$ cat src/common/odpsr_consts.svh
/*
  constants for the output driver power and short-circuit register bank:
  offsets, field positions, reset values.
  assumes inclusion by bare name from the design files.
*/
`ifndef ODPSR_CONSTS_SVH
`define ODPSR_CONSTS_SVH
// ----------------------------------------
// register offsets
// ----------------------------------------
`define ODPSR_OFS_PAGE 8'h00
`define ODPSR_OFS_RSVD_LO 8'h01
`define ODPSR_OFS_RSVD_HI 8'h1d
`define ODPSR_OFS_AMP_ERR 8'h1e
`define ODPSR_OFS_HP_DRV 8'h1f
`define ODPSR_OFS_SPK_DRV 8'h20
`define ODPSR_DRIVER_PAGE 8'h01
// ----------------------------------------
// field positions
// ----------------------------------------
`define ODPSR_BIT_LEFT_PWR 7
`define ODPSR_BIT_RIGHT_PWR 6
`define ODPSR_BIT_HP_RSVD0 5
`define ODPSR_CM_HI 4
`define ODPSR_CM_LO 3
`define ODPSR_BIT_HP_RSVD1 2
`define ODPSR_BIT_HP_ACTION 1
`define ODPSR_BIT_STATUS 0
`define ODPSR_BIT_SPK_POLICY 1
`define ODPSR_BIT_HP_POLICY 0
`define ODPSR_SPK_RSVD_HI 5
`define ODPSR_SPK_RSVD_LO 1
// ----------------------------------------
// reset values
// ----------------------------------------
`define ODPSR_RST_PAGE 8'h00
`define ODPSR_RST_AMP_ERR 8'h00
`define ODPSR_RST_HP_DRV 8'h04
`define ODPSR_RST_SPK_DRV 8'h06
`define ODPSR_RST_RSVD 8'h00
`define ODPSR_RST_RDATA 8'h00
`endif

$ cat src/common/odpsr_pkg.sv
/*
  types for the output driver power and short-circuit register bank.
  assumes odpsr_consts.svh on the include path.
*/
`default_nettype none
package odpsr_pkg;
  // ----------------------------------------
  // types
  // ----------------------------------------
  typedef enum logic [1:0] {ODPSR_CM_1V35, ODPSR_CM_1V5, ODPSR_CM_1V65, ODPSR_CM_1V8} odpsr_cm_t;
  typedef struct packed {
    logic left_on;
    logic right_on;
  } odpsr_pair_t;
  // one register access as seen by the bank
  typedef struct packed {
    logic wr;
    logic rd;
    logic [7:0] addr;
    logic [7:0] wdata;
  } odpsr_req_t;
  // driver-facing controls
  typedef struct packed {
    odpsr_pair_t hp_pwr;
    odpsr_pair_t spk_pwr;
    odpsr_cm_t hp_cm;
    logic hp_limit;
    logic hp_force_off;
  } odpsr_drv_t;
endpackage : odpsr_pkg
`default_nettype wire

$ cat src/rtl/odpsr_fault_ctl.sv
/*
  short-circuit policy: decides current limiting, forced power-down
  and which power-up bits must clear on a detected short.
  assumes short inputs are synchronous to ref_clk.
*/
`include "odpsr_consts.svh"
`default_nettype none
module odpsr_fault_ctl
  import odpsr_pkg::*;
(
  // detector levels
  input wire logic hp_short,
  input wire logic spk_short,
  // policy bits
  input wire logic hp_action_pd,
  input wire logic hp_keep,
  input wire logic spk_keep,
  // results
  output logic hp_limit,
  output logic hp_force_off,
  output logic hp_clear,
  output logic spk_clear
);
  // ----------------------------------------
  // policy
  // ----------------------------------------
  // limit while action bit low, power off while high
  assign hp_limit = hp_short & ~hp_action_pd;
  assign hp_force_off = hp_short & hp_action_pd;
  // headphone self-clears only with power-down action and no keep; speaker self-clears on no keep alone
  assign hp_clear = hp_short & hp_action_pd & ~hp_keep;
  assign spk_clear = spk_short & ~spk_keep;
endmodule : odpsr_fault_ctl
`default_nettype wire

$ cat src/rtl/odpsr_rd_mux.sv
/*
  read multiplexer of the register bank.
  assumes register images already assembled by the caller.
*/
`include "odpsr_consts.svh"
`default_nettype none
module odpsr_rd_mux
  import odpsr_pkg::*;
(
  // access
  input wire logic [7:0] addr,
  input wire logic on_page,
  // images
  input wire logic [7:0] page_img,
  input wire logic [7:0] amp_img,
  input wire logic [7:0] hp_img,
  input wire logic [7:0] spk_img,
  input wire logic [7:0] rsvd_img,
  // result
  output logic [7:0] rdata
);
  // ----------------------------------------
  // decode
  // ----------------------------------------
  // page register visible on every page; the rest only on the driver page
  always_comb begin
    rdata = 8'h00;
    if (addr == `ODPSR_OFS_PAGE) begin
      rdata = page_img;
    end else if (on_page) begin
      unique case (addr)
        `ODPSR_OFS_AMP_ERR: rdata = amp_img;
        `ODPSR_OFS_HP_DRV: rdata = hp_img;
        `ODPSR_OFS_SPK_DRV: rdata = spk_img;
        default: begin
          if (addr >= `ODPSR_OFS_RSVD_LO && addr <= `ODPSR_OFS_RSVD_HI) begin
            rdata = rsvd_img;
          end
        end
      endcase
    end
  end
endmodule : odpsr_rd_mux
`default_nettype wire

$ cat src/rtl/odpsr_regs.sv
/*
  register bank of the output driver control page: page select, headphone
  and class-d speaker power-up, headphone common mode, short-circuit policy
  and live short status.
  assumes a control-bus front end issuing one-cycle write and read strobes
  synchronous to ref_clk, and short detectors synchronous to ref_clk.
*/
// Functional notes
// - page register at zero takes any 8-bit value and selects later access page
// - speaker policy bit low: speaker short clears both speaker power bits
// - headphone policy low and action power-down: short clears headphone power bits
// - left and right headphone power bits, read-write, reset zero
// - two-bit headphone common-mode field, 1.35 to 1.8 V, resets 00
// - headphone short: limit current if action low, power down if high
// - headphone short status bit read-only, live, resets zero
// - left and right speaker power bits, read-write, reset zero
// - speaker short status bit read-only, valid while speaker powered
`include "odpsr_consts.svh"
`default_nettype none
module odpsr_regs
  import odpsr_pkg::*;
(
  // clock and reset
  input wire logic ref_clk,
  input wire logic rst,
  // register access
  input wire odpsr_req_t req,
  output logic [7:0] rdata,
  // short detectors
  input wire logic hp_short,
  input wire logic spk_short,
  // driver controls
  output var odpsr_drv_t drv,
  output logic [7:0] page_sel
);
  // ----------------------------------------
  // state
  // ----------------------------------------
  typedef struct packed {
    logic [7:0] page;
    logic [7:0] amp;
    logic [7:0] hp;
    logic [7:0] spk;
    logic [7:0] rsvd;
    logic hp_sts;
    logic spk_sts;
    logic [7:0] rdata;
  } odpsr_state_t;

  odpsr_state_t st_r;
  odpsr_state_t st_nxt;
  logic on_page;
  logic hp_clear;
  logic spk_clear;
  logic hp_limit;
  logic hp_force_off;
  logic [7:0] hp_img;
  logic [7:0] spk_img;
  logic [7:0] rd_val;

  // true when the access falls on the given driver-page offset
  function automatic logic hit(input logic [7:0] a, input logic [7:0] ofs, input logic pg);
    hit = pg && (a == ofs);
  endfunction : hit

  assign on_page = (st_r.page == `ODPSR_DRIVER_PAGE);

  // ----------------------------------------
  // short policy
  // ----------------------------------------
  odpsr_fault_ctl u_fault (
    .hp_short(hp_short),
    .spk_short(spk_short),
    .hp_action_pd(st_r.hp[`ODPSR_BIT_HP_ACTION]),
    .hp_keep(st_r.amp[`ODPSR_BIT_HP_POLICY]),
    .spk_keep(st_r.amp[`ODPSR_BIT_SPK_POLICY]),
    .hp_limit(hp_limit),
    .hp_force_off(hp_force_off),
    .hp_clear(hp_clear),
    .spk_clear(spk_clear)
  );

  // ----------------------------------------
  // read images: status bit replaces stored bit 0
  // ----------------------------------------
  assign hp_img = {st_r.hp[`ODPSR_BIT_LEFT_PWR:`ODPSR_BIT_STATUS + 1], st_r.hp_sts};
  assign spk_img = {st_r.spk[`ODPSR_BIT_LEFT_PWR:`ODPSR_BIT_STATUS + 1], st_r.spk_sts};

  odpsr_rd_mux u_mux (
    .addr(req.addr),
    .on_page(on_page),
    .page_img(st_r.page),
    .amp_img(st_r.amp),
    .hp_img(hp_img),
    .spk_img(spk_img),
    .rsvd_img(st_r.rsvd),
    .rdata(rd_val)
  );

  // ----------------------------------------
  // next state
  // ----------------------------------------
  // the short clear is applied after the write so a fault in the same
  // cycle as a power-up write still wins; the driver must not re-enable
  always_comb begin
    st_nxt = st_r;
    // live status, no effect from writes
    st_nxt.hp_sts = hp_short;
    // speaker flag only meaningful while a class-d side is up
    st_nxt.spk_sts = spk_short & (st_r.spk[`ODPSR_BIT_LEFT_PWR] | st_r.spk[`ODPSR_BIT_RIGHT_PWR]);
    if (req.wr) begin
      if (req.addr == `ODPSR_OFS_PAGE) begin
        st_nxt.page = req.wdata;
      end
      if (hit(req.addr, `ODPSR_OFS_AMP_ERR, on_page)) begin
        st_nxt.amp = req.wdata;
      end
      if (hit(req.addr, `ODPSR_OFS_HP_DRV, on_page)) begin
        st_nxt.hp = req.wdata;
      end
      if (hit(req.addr, `ODPSR_OFS_SPK_DRV, on_page)) begin
        st_nxt.spk = req.wdata;
      end
      // reserved range is a scratch byte; writes are the host's fault
      if (on_page && req.addr >= `ODPSR_OFS_RSVD_LO && req.addr <= `ODPSR_OFS_RSVD_HI) begin
        st_nxt.rsvd = req.wdata;
      end
    end
    if (hp_clear) begin
      st_nxt.hp[`ODPSR_BIT_LEFT_PWR] = 1'b0;
      st_nxt.hp[`ODPSR_BIT_RIGHT_PWR] = 1'b0;
    end
    if (spk_clear) begin
      st_nxt.spk[`ODPSR_BIT_LEFT_PWR] = 1'b0;
      st_nxt.spk[`ODPSR_BIT_RIGHT_PWR] = 1'b0;
    end
    if (req.rd) begin
      st_nxt.rdata = rd_val;
    end
  end

  // ----------------------------------------
  // registers
  // ----------------------------------------
  always_ff @(posedge ref_clk) begin
    if (rst) begin
      st_r.page <= `ODPSR_RST_PAGE;
      st_r.amp <= `ODPSR_RST_AMP_ERR;
      st_r.hp <= `ODPSR_RST_HP_DRV;
      st_r.spk <= `ODPSR_RST_SPK_DRV;
      st_r.rsvd <= `ODPSR_RST_RSVD;
      st_r.hp_sts <= 1'b0;
      st_r.spk_sts <= 1'b0;
      st_r.rdata <= `ODPSR_RST_RDATA;
    end else begin
      st_r <= st_nxt;
    end
  end

  // ----------------------------------------
  // outputs
  // ----------------------------------------
  assign rdata = st_r.rdata;
  assign page_sel = st_r.page;
  // one process drives the whole control struct, so no field has two writers
  always_comb begin
    drv.hp_pwr.left_on = st_r.hp[`ODPSR_BIT_LEFT_PWR];
    drv.hp_pwr.right_on = st_r.hp[`ODPSR_BIT_RIGHT_PWR];
    drv.spk_pwr.left_on = st_r.spk[`ODPSR_BIT_LEFT_PWR];
    drv.spk_pwr.right_on = st_r.spk[`ODPSR_BIT_RIGHT_PWR];
    drv.hp_cm = odpsr_cm_t'(st_r.hp[`ODPSR_CM_HI:`ODPSR_CM_LO]);
    // combinational so protection acts in the detection cycle
    drv.hp_limit = hp_limit;
    drv.hp_force_off = hp_force_off;
  end
endmodule : odpsr_regs
`default_nettype wire

$ cat config.mk
export PLATFORM = sky130hd
export DESIGN_NAME = odpsr_regs
export DESIGN_NICKNAME = d
export VERILOG_FILES = /design/src/common/odpsr_pkg.sv /design/src/rtl/odpsr_fault_ctl.sv /design/src/rtl/odpsr_rd_mux.sv /design/src/rtl/odpsr_regs.sv
export VERILOG_INCLUDE_DIRS = /design/src /design/src/common
export SDC_FILE = /design/constraint.sdc
export NUM_CORES = 1
export LEC_CHECK = 0
export BUFFER_PORTS_ARGS = -buffer_cell sky130_fd_sc_hd__buf_2
export CAP_MARGIN = 20
export CORE_MARGIN = 2
export CORE_UTILIZATION = 56
export CTS_BUF_LIST = sky130_fd_sc_hd__clkbuf_4 sky130_fd_sc_hd__clkbuf_8 sky130_fd_sc_hd__clkbuf_16
export CTS_CLUSTER_SIZE = 12
export DETAILED_ROUTE_END_ITERATION = 10
export PLACE_DENSITY_LB_ADDON = 0.15
export SLEW_MARGIN = 10
export SYNTH_ARGS = -nofsm -noshare
export SYNTH_HDL_FRONTEND = slang
export SYNTH_SLANG_ARGS = --single-unit
$ cat constraint.sdc
create_clock -name ref_clk -period 2.14 [get_ports ref_clk]
set_clock_uncertainty 0.15 [all_clocks]
set_input_delay 0.321 -clock ref_clk [delete_from_list [all_inputs] [get_ports ref_clk]]
set_output_delay 0.321 -clock ref_clk [all_outputs]
set_load 0.005 [all_outputs]
==> impl_metrics.py <==
metrics = {
    "finish": {
        "n_antenna_cell": 0,
        "fin_cells": 373,
        "nNetsFinal": 342,
        "area_delta_synth_final_pct": 7.73,
        "drive_gt1_share_pct": 23.4,
        "fin_util_pct": 63.5,
    },
    "synthesis": {
        "synth_area_leader_cell": "dfxtp_1",
        "synth_cells": 303,
        "synth_edf_count": 0,
        "synth_top_area_share_pct": 36.7,
        "ys_seq_area_share_pct": 36.7,
        "syn-cell-area_sq_um": 2620,
        "postSynthAreaPerCell_sq_um": 8.65,
        "synth.area.top_cells": "dfxtp_1 37%, buf_4 7.2%, mux2i_1 6.5%",
        "synth_warnings": 0,
        "synth_flop_cell": "dfxtp_1",
        "ys_async_sr_fraction_pct": 0,
        "yosysUniqueCellTypes": 42,
        "ys_ff_latch": 48,
        "syn-num-nets": 325,
    },
    "die": {
        "row_count": 24,
        "io_pins": 46,
        "die_area_sq_um": 5240,
        "initial_utilization_pct": 59.0,
        "die_h_um": 72.4,
        "die-width_um": 72.4,
        "coreArea_sq_um": 4440,
    },
    "sta": {
        "worst_slew_pin_slew_ns": 1.03,
        "setup_viol": 0,
        "fin_tns_setup_ns": 0,
        "min_period_over_period_pct": 96.4,
        "finalCriticalPeriod_ns": 2.06,
        "hold_slack_ns": 0.0872,
        "slew_violations": 0,
        "fmax_mhz": 485,
        "hold_viol_final": 0,
        "maxSlewHeadroom_pct": 30.4,
        "rsz0062_at_grt": "no",
    },
    "drt": {
        "routedWlPerCell_um": 17.6,
        "vias": 2304,
        "dr.pass1.iters": 5,
        "drtIter0Drc": 200,
        "postRouteWirelength_um": 6580,
        "vias_per_cell": 6.18,
        "drc": 0,
        "postRouteAntennaNets": 0,
    },
    "cts": {
        "numCtsBuffers": 5,
        "cts_setup_buffers": 0,
        "htree_num_levels": 2,
        "cts_sinks": 48,
        "cts_tree": "built",
        "clock_latency_ns": 0.32,
        "clk_pin_slew_ns": 0.10,
        "postCtsResizedCells": 0,
        "cts_hold_buf": 0,
        "clk_path_buf_depth": 2,
        "cts_root_buf": "clkbuf_8",
    },
    "worst_hold_path": {
        "hold_class": "input pin to flop",
        "worst_hold_path.endpoint": "hp_img[0]",
        "min_from": "hp_short",
        "holdPathStages": 2,
    },
    "critical_path": {
        "rr_endpoint": "st_r[14]",
        "slowest_stage": "or3_1",
        "cp_data_required_time_ns": 2.24,
        "cp_max_fo": 9,
        "r2r_start": "page_sel[1]",
        "crit_chain": "nor4_4, nand4_4, or3_1, mux2i_1",
        "crit_start": "page_sel[1]",
        "critical_path.startpoint_type": "flop",
        "crit_arrival_ns": 2.16,
        "end_kind": "flop",
        "worstRegToRegCells": 4,
        "critical_path_class": "flop to flop",
        "r2r_slack_ns": 0.08,
        "crit_path_max_incr_delay_ns": 0.55,
    },
    "global_routing": {
        "grt-ovfl-total": 0,
        "grt_first_pass_wirelength_um": 10600,
        "grt_pass1_vias": 2154,
        "grt_max_degree": 56,
        "grt_antenna_before_repair": 0,
        "grt_usage_pct": 26.4,
    },
    "place": {
        "dp_cells": 365,
        "place.gp.congestion": 0.876,
        "portBuffers": 45,
        "hpwlAfterDp_um": 4640,
    },
    "status": {
        "status": "completed",
    },
    "job": {
        "maxCapViolations": 0,
    },
    "power": {
        "p_per_area_nw_per_um2": 607,
        "power.leakage_nw": 1.04,
        "vdd_drop_max_mv": 0.522,
        "total_power_w": 0.00171,
    },
}
## cells in the mapped netlist (2+ instances only)
cell,count
o22ai_2,2
nor2b_1,10
clkbuf_1,15
o21ai_0,21
a211oi_1,7
dfxtp_1,48
or3_1,2
nand3_1,16
nand3b_1,2
nor2_1,7
buf_4,25
inv_1,3
buf_2,3
and4_1,10
o22ai_1,6
buf_6,2
nand4_1,17
nor4_1,8
mux2i_1,17
a31oi_1,8
nand2b_1,16
a21oi_1,27
a21o_1,2
nand2_1,11
## layout make-up
cell class,count,area (sq um)
Clock inverter,3,46.3
Inverter,4,15.0
Timing Repair Buffer,56,308
Fill cell,406,1620
Clock buffer,5,68.8
Sequential cell,48,961
Multi-Input combinational cell,205,1360
Tap cell,52,65.1
## kinds of logic after synthesis
family                 after synthesis  share of synthesized area, %
multiplexers                        17                          6.49
AO/OA/AOI/OAI                       75                          16.8
buffers and inverters               50                          11.5
AND/OR/NAND/NOR                    113                          28.5
flip-flops                          48                          36.7
## layer usage
metal	part of all wire, %	GRT usage, %
met1	47	36.8
met2	46	40.6
met3	5.6	6.94
met4	1.5	7.20
met5	0	0
## through the flow
stage,area [sq um],setup WS [ns]
3_5_place_dp,2710,0.0635
3_3_place_gp,2710,0.130
4_1_cts,2820,0.0872
6_report,2820,0.0773
5_1_grt,2820,0.00718
2_1_floorplan,2620,0.277
## registers in the layout, summed over array words and instances (netlist names)
register / count
rdata: 8
st_r: 16
hp_img: 4
spk_img: 6
page_sel: 8
drv: 6
## worst max-delay path by stage
stage / end / slack (ns) / depth (start not counted)
4_1_cts: st_r[14] / 0.09 / 4
3_3_place_gp: st_r[14] / 0.13 / 4
3_5_place_dp: rdata[0] / 0.06 / 5
2_1_floorplan: rdata[6] / 0.28 / 6
5_1_grt: st_r[14] / 0.007 / 4
6_report: st_r[14] / 0.08 / 4
## placed cells by master (no fill, tap or decap), drive strengths merged, types with 2 or more instances in the layout
| cell | instances |
|---|---|
| nor2 | 7 |
| or3 | 2 |
| and4 | 10 |
| o21ai | 21 |
| o22ai | 8 |
| buf | 56 |
| nand3 | 16 |
| clkbuf | 5 |
| nor4b | 2 |
| mux2i | 17 |
| nand4 | 18 |
| a21oi | 27 |
| nor4 | 10 |
| nand2b | 16 |
| dfxtp | 48 |
| nor2b | 10 |
| nor3 | 3 |
| nand3b | 2 |
| a21o | 2 |
| nand2 | 11 |
| inv | 4 |
| a31oi | 8 |
| a211oi | 8 |
## where the power goes
group          internal (W)  switching (W)  total (W)
combinational     0.0000433      0.0000870   0.000130
clock              0.000352       0.000337   0.000690
sequential         0.000894    0.000000600   0.000894
## worst max-delay path: cells and delay by family (launching register included)
kind	cells	cell delay, ns
AND/OR/NAND/NOR	3	1.23
multiplexers	1	0.22
flip-flops	1	0.38
No activity file was read; power rests on OpenSTA's default activity.
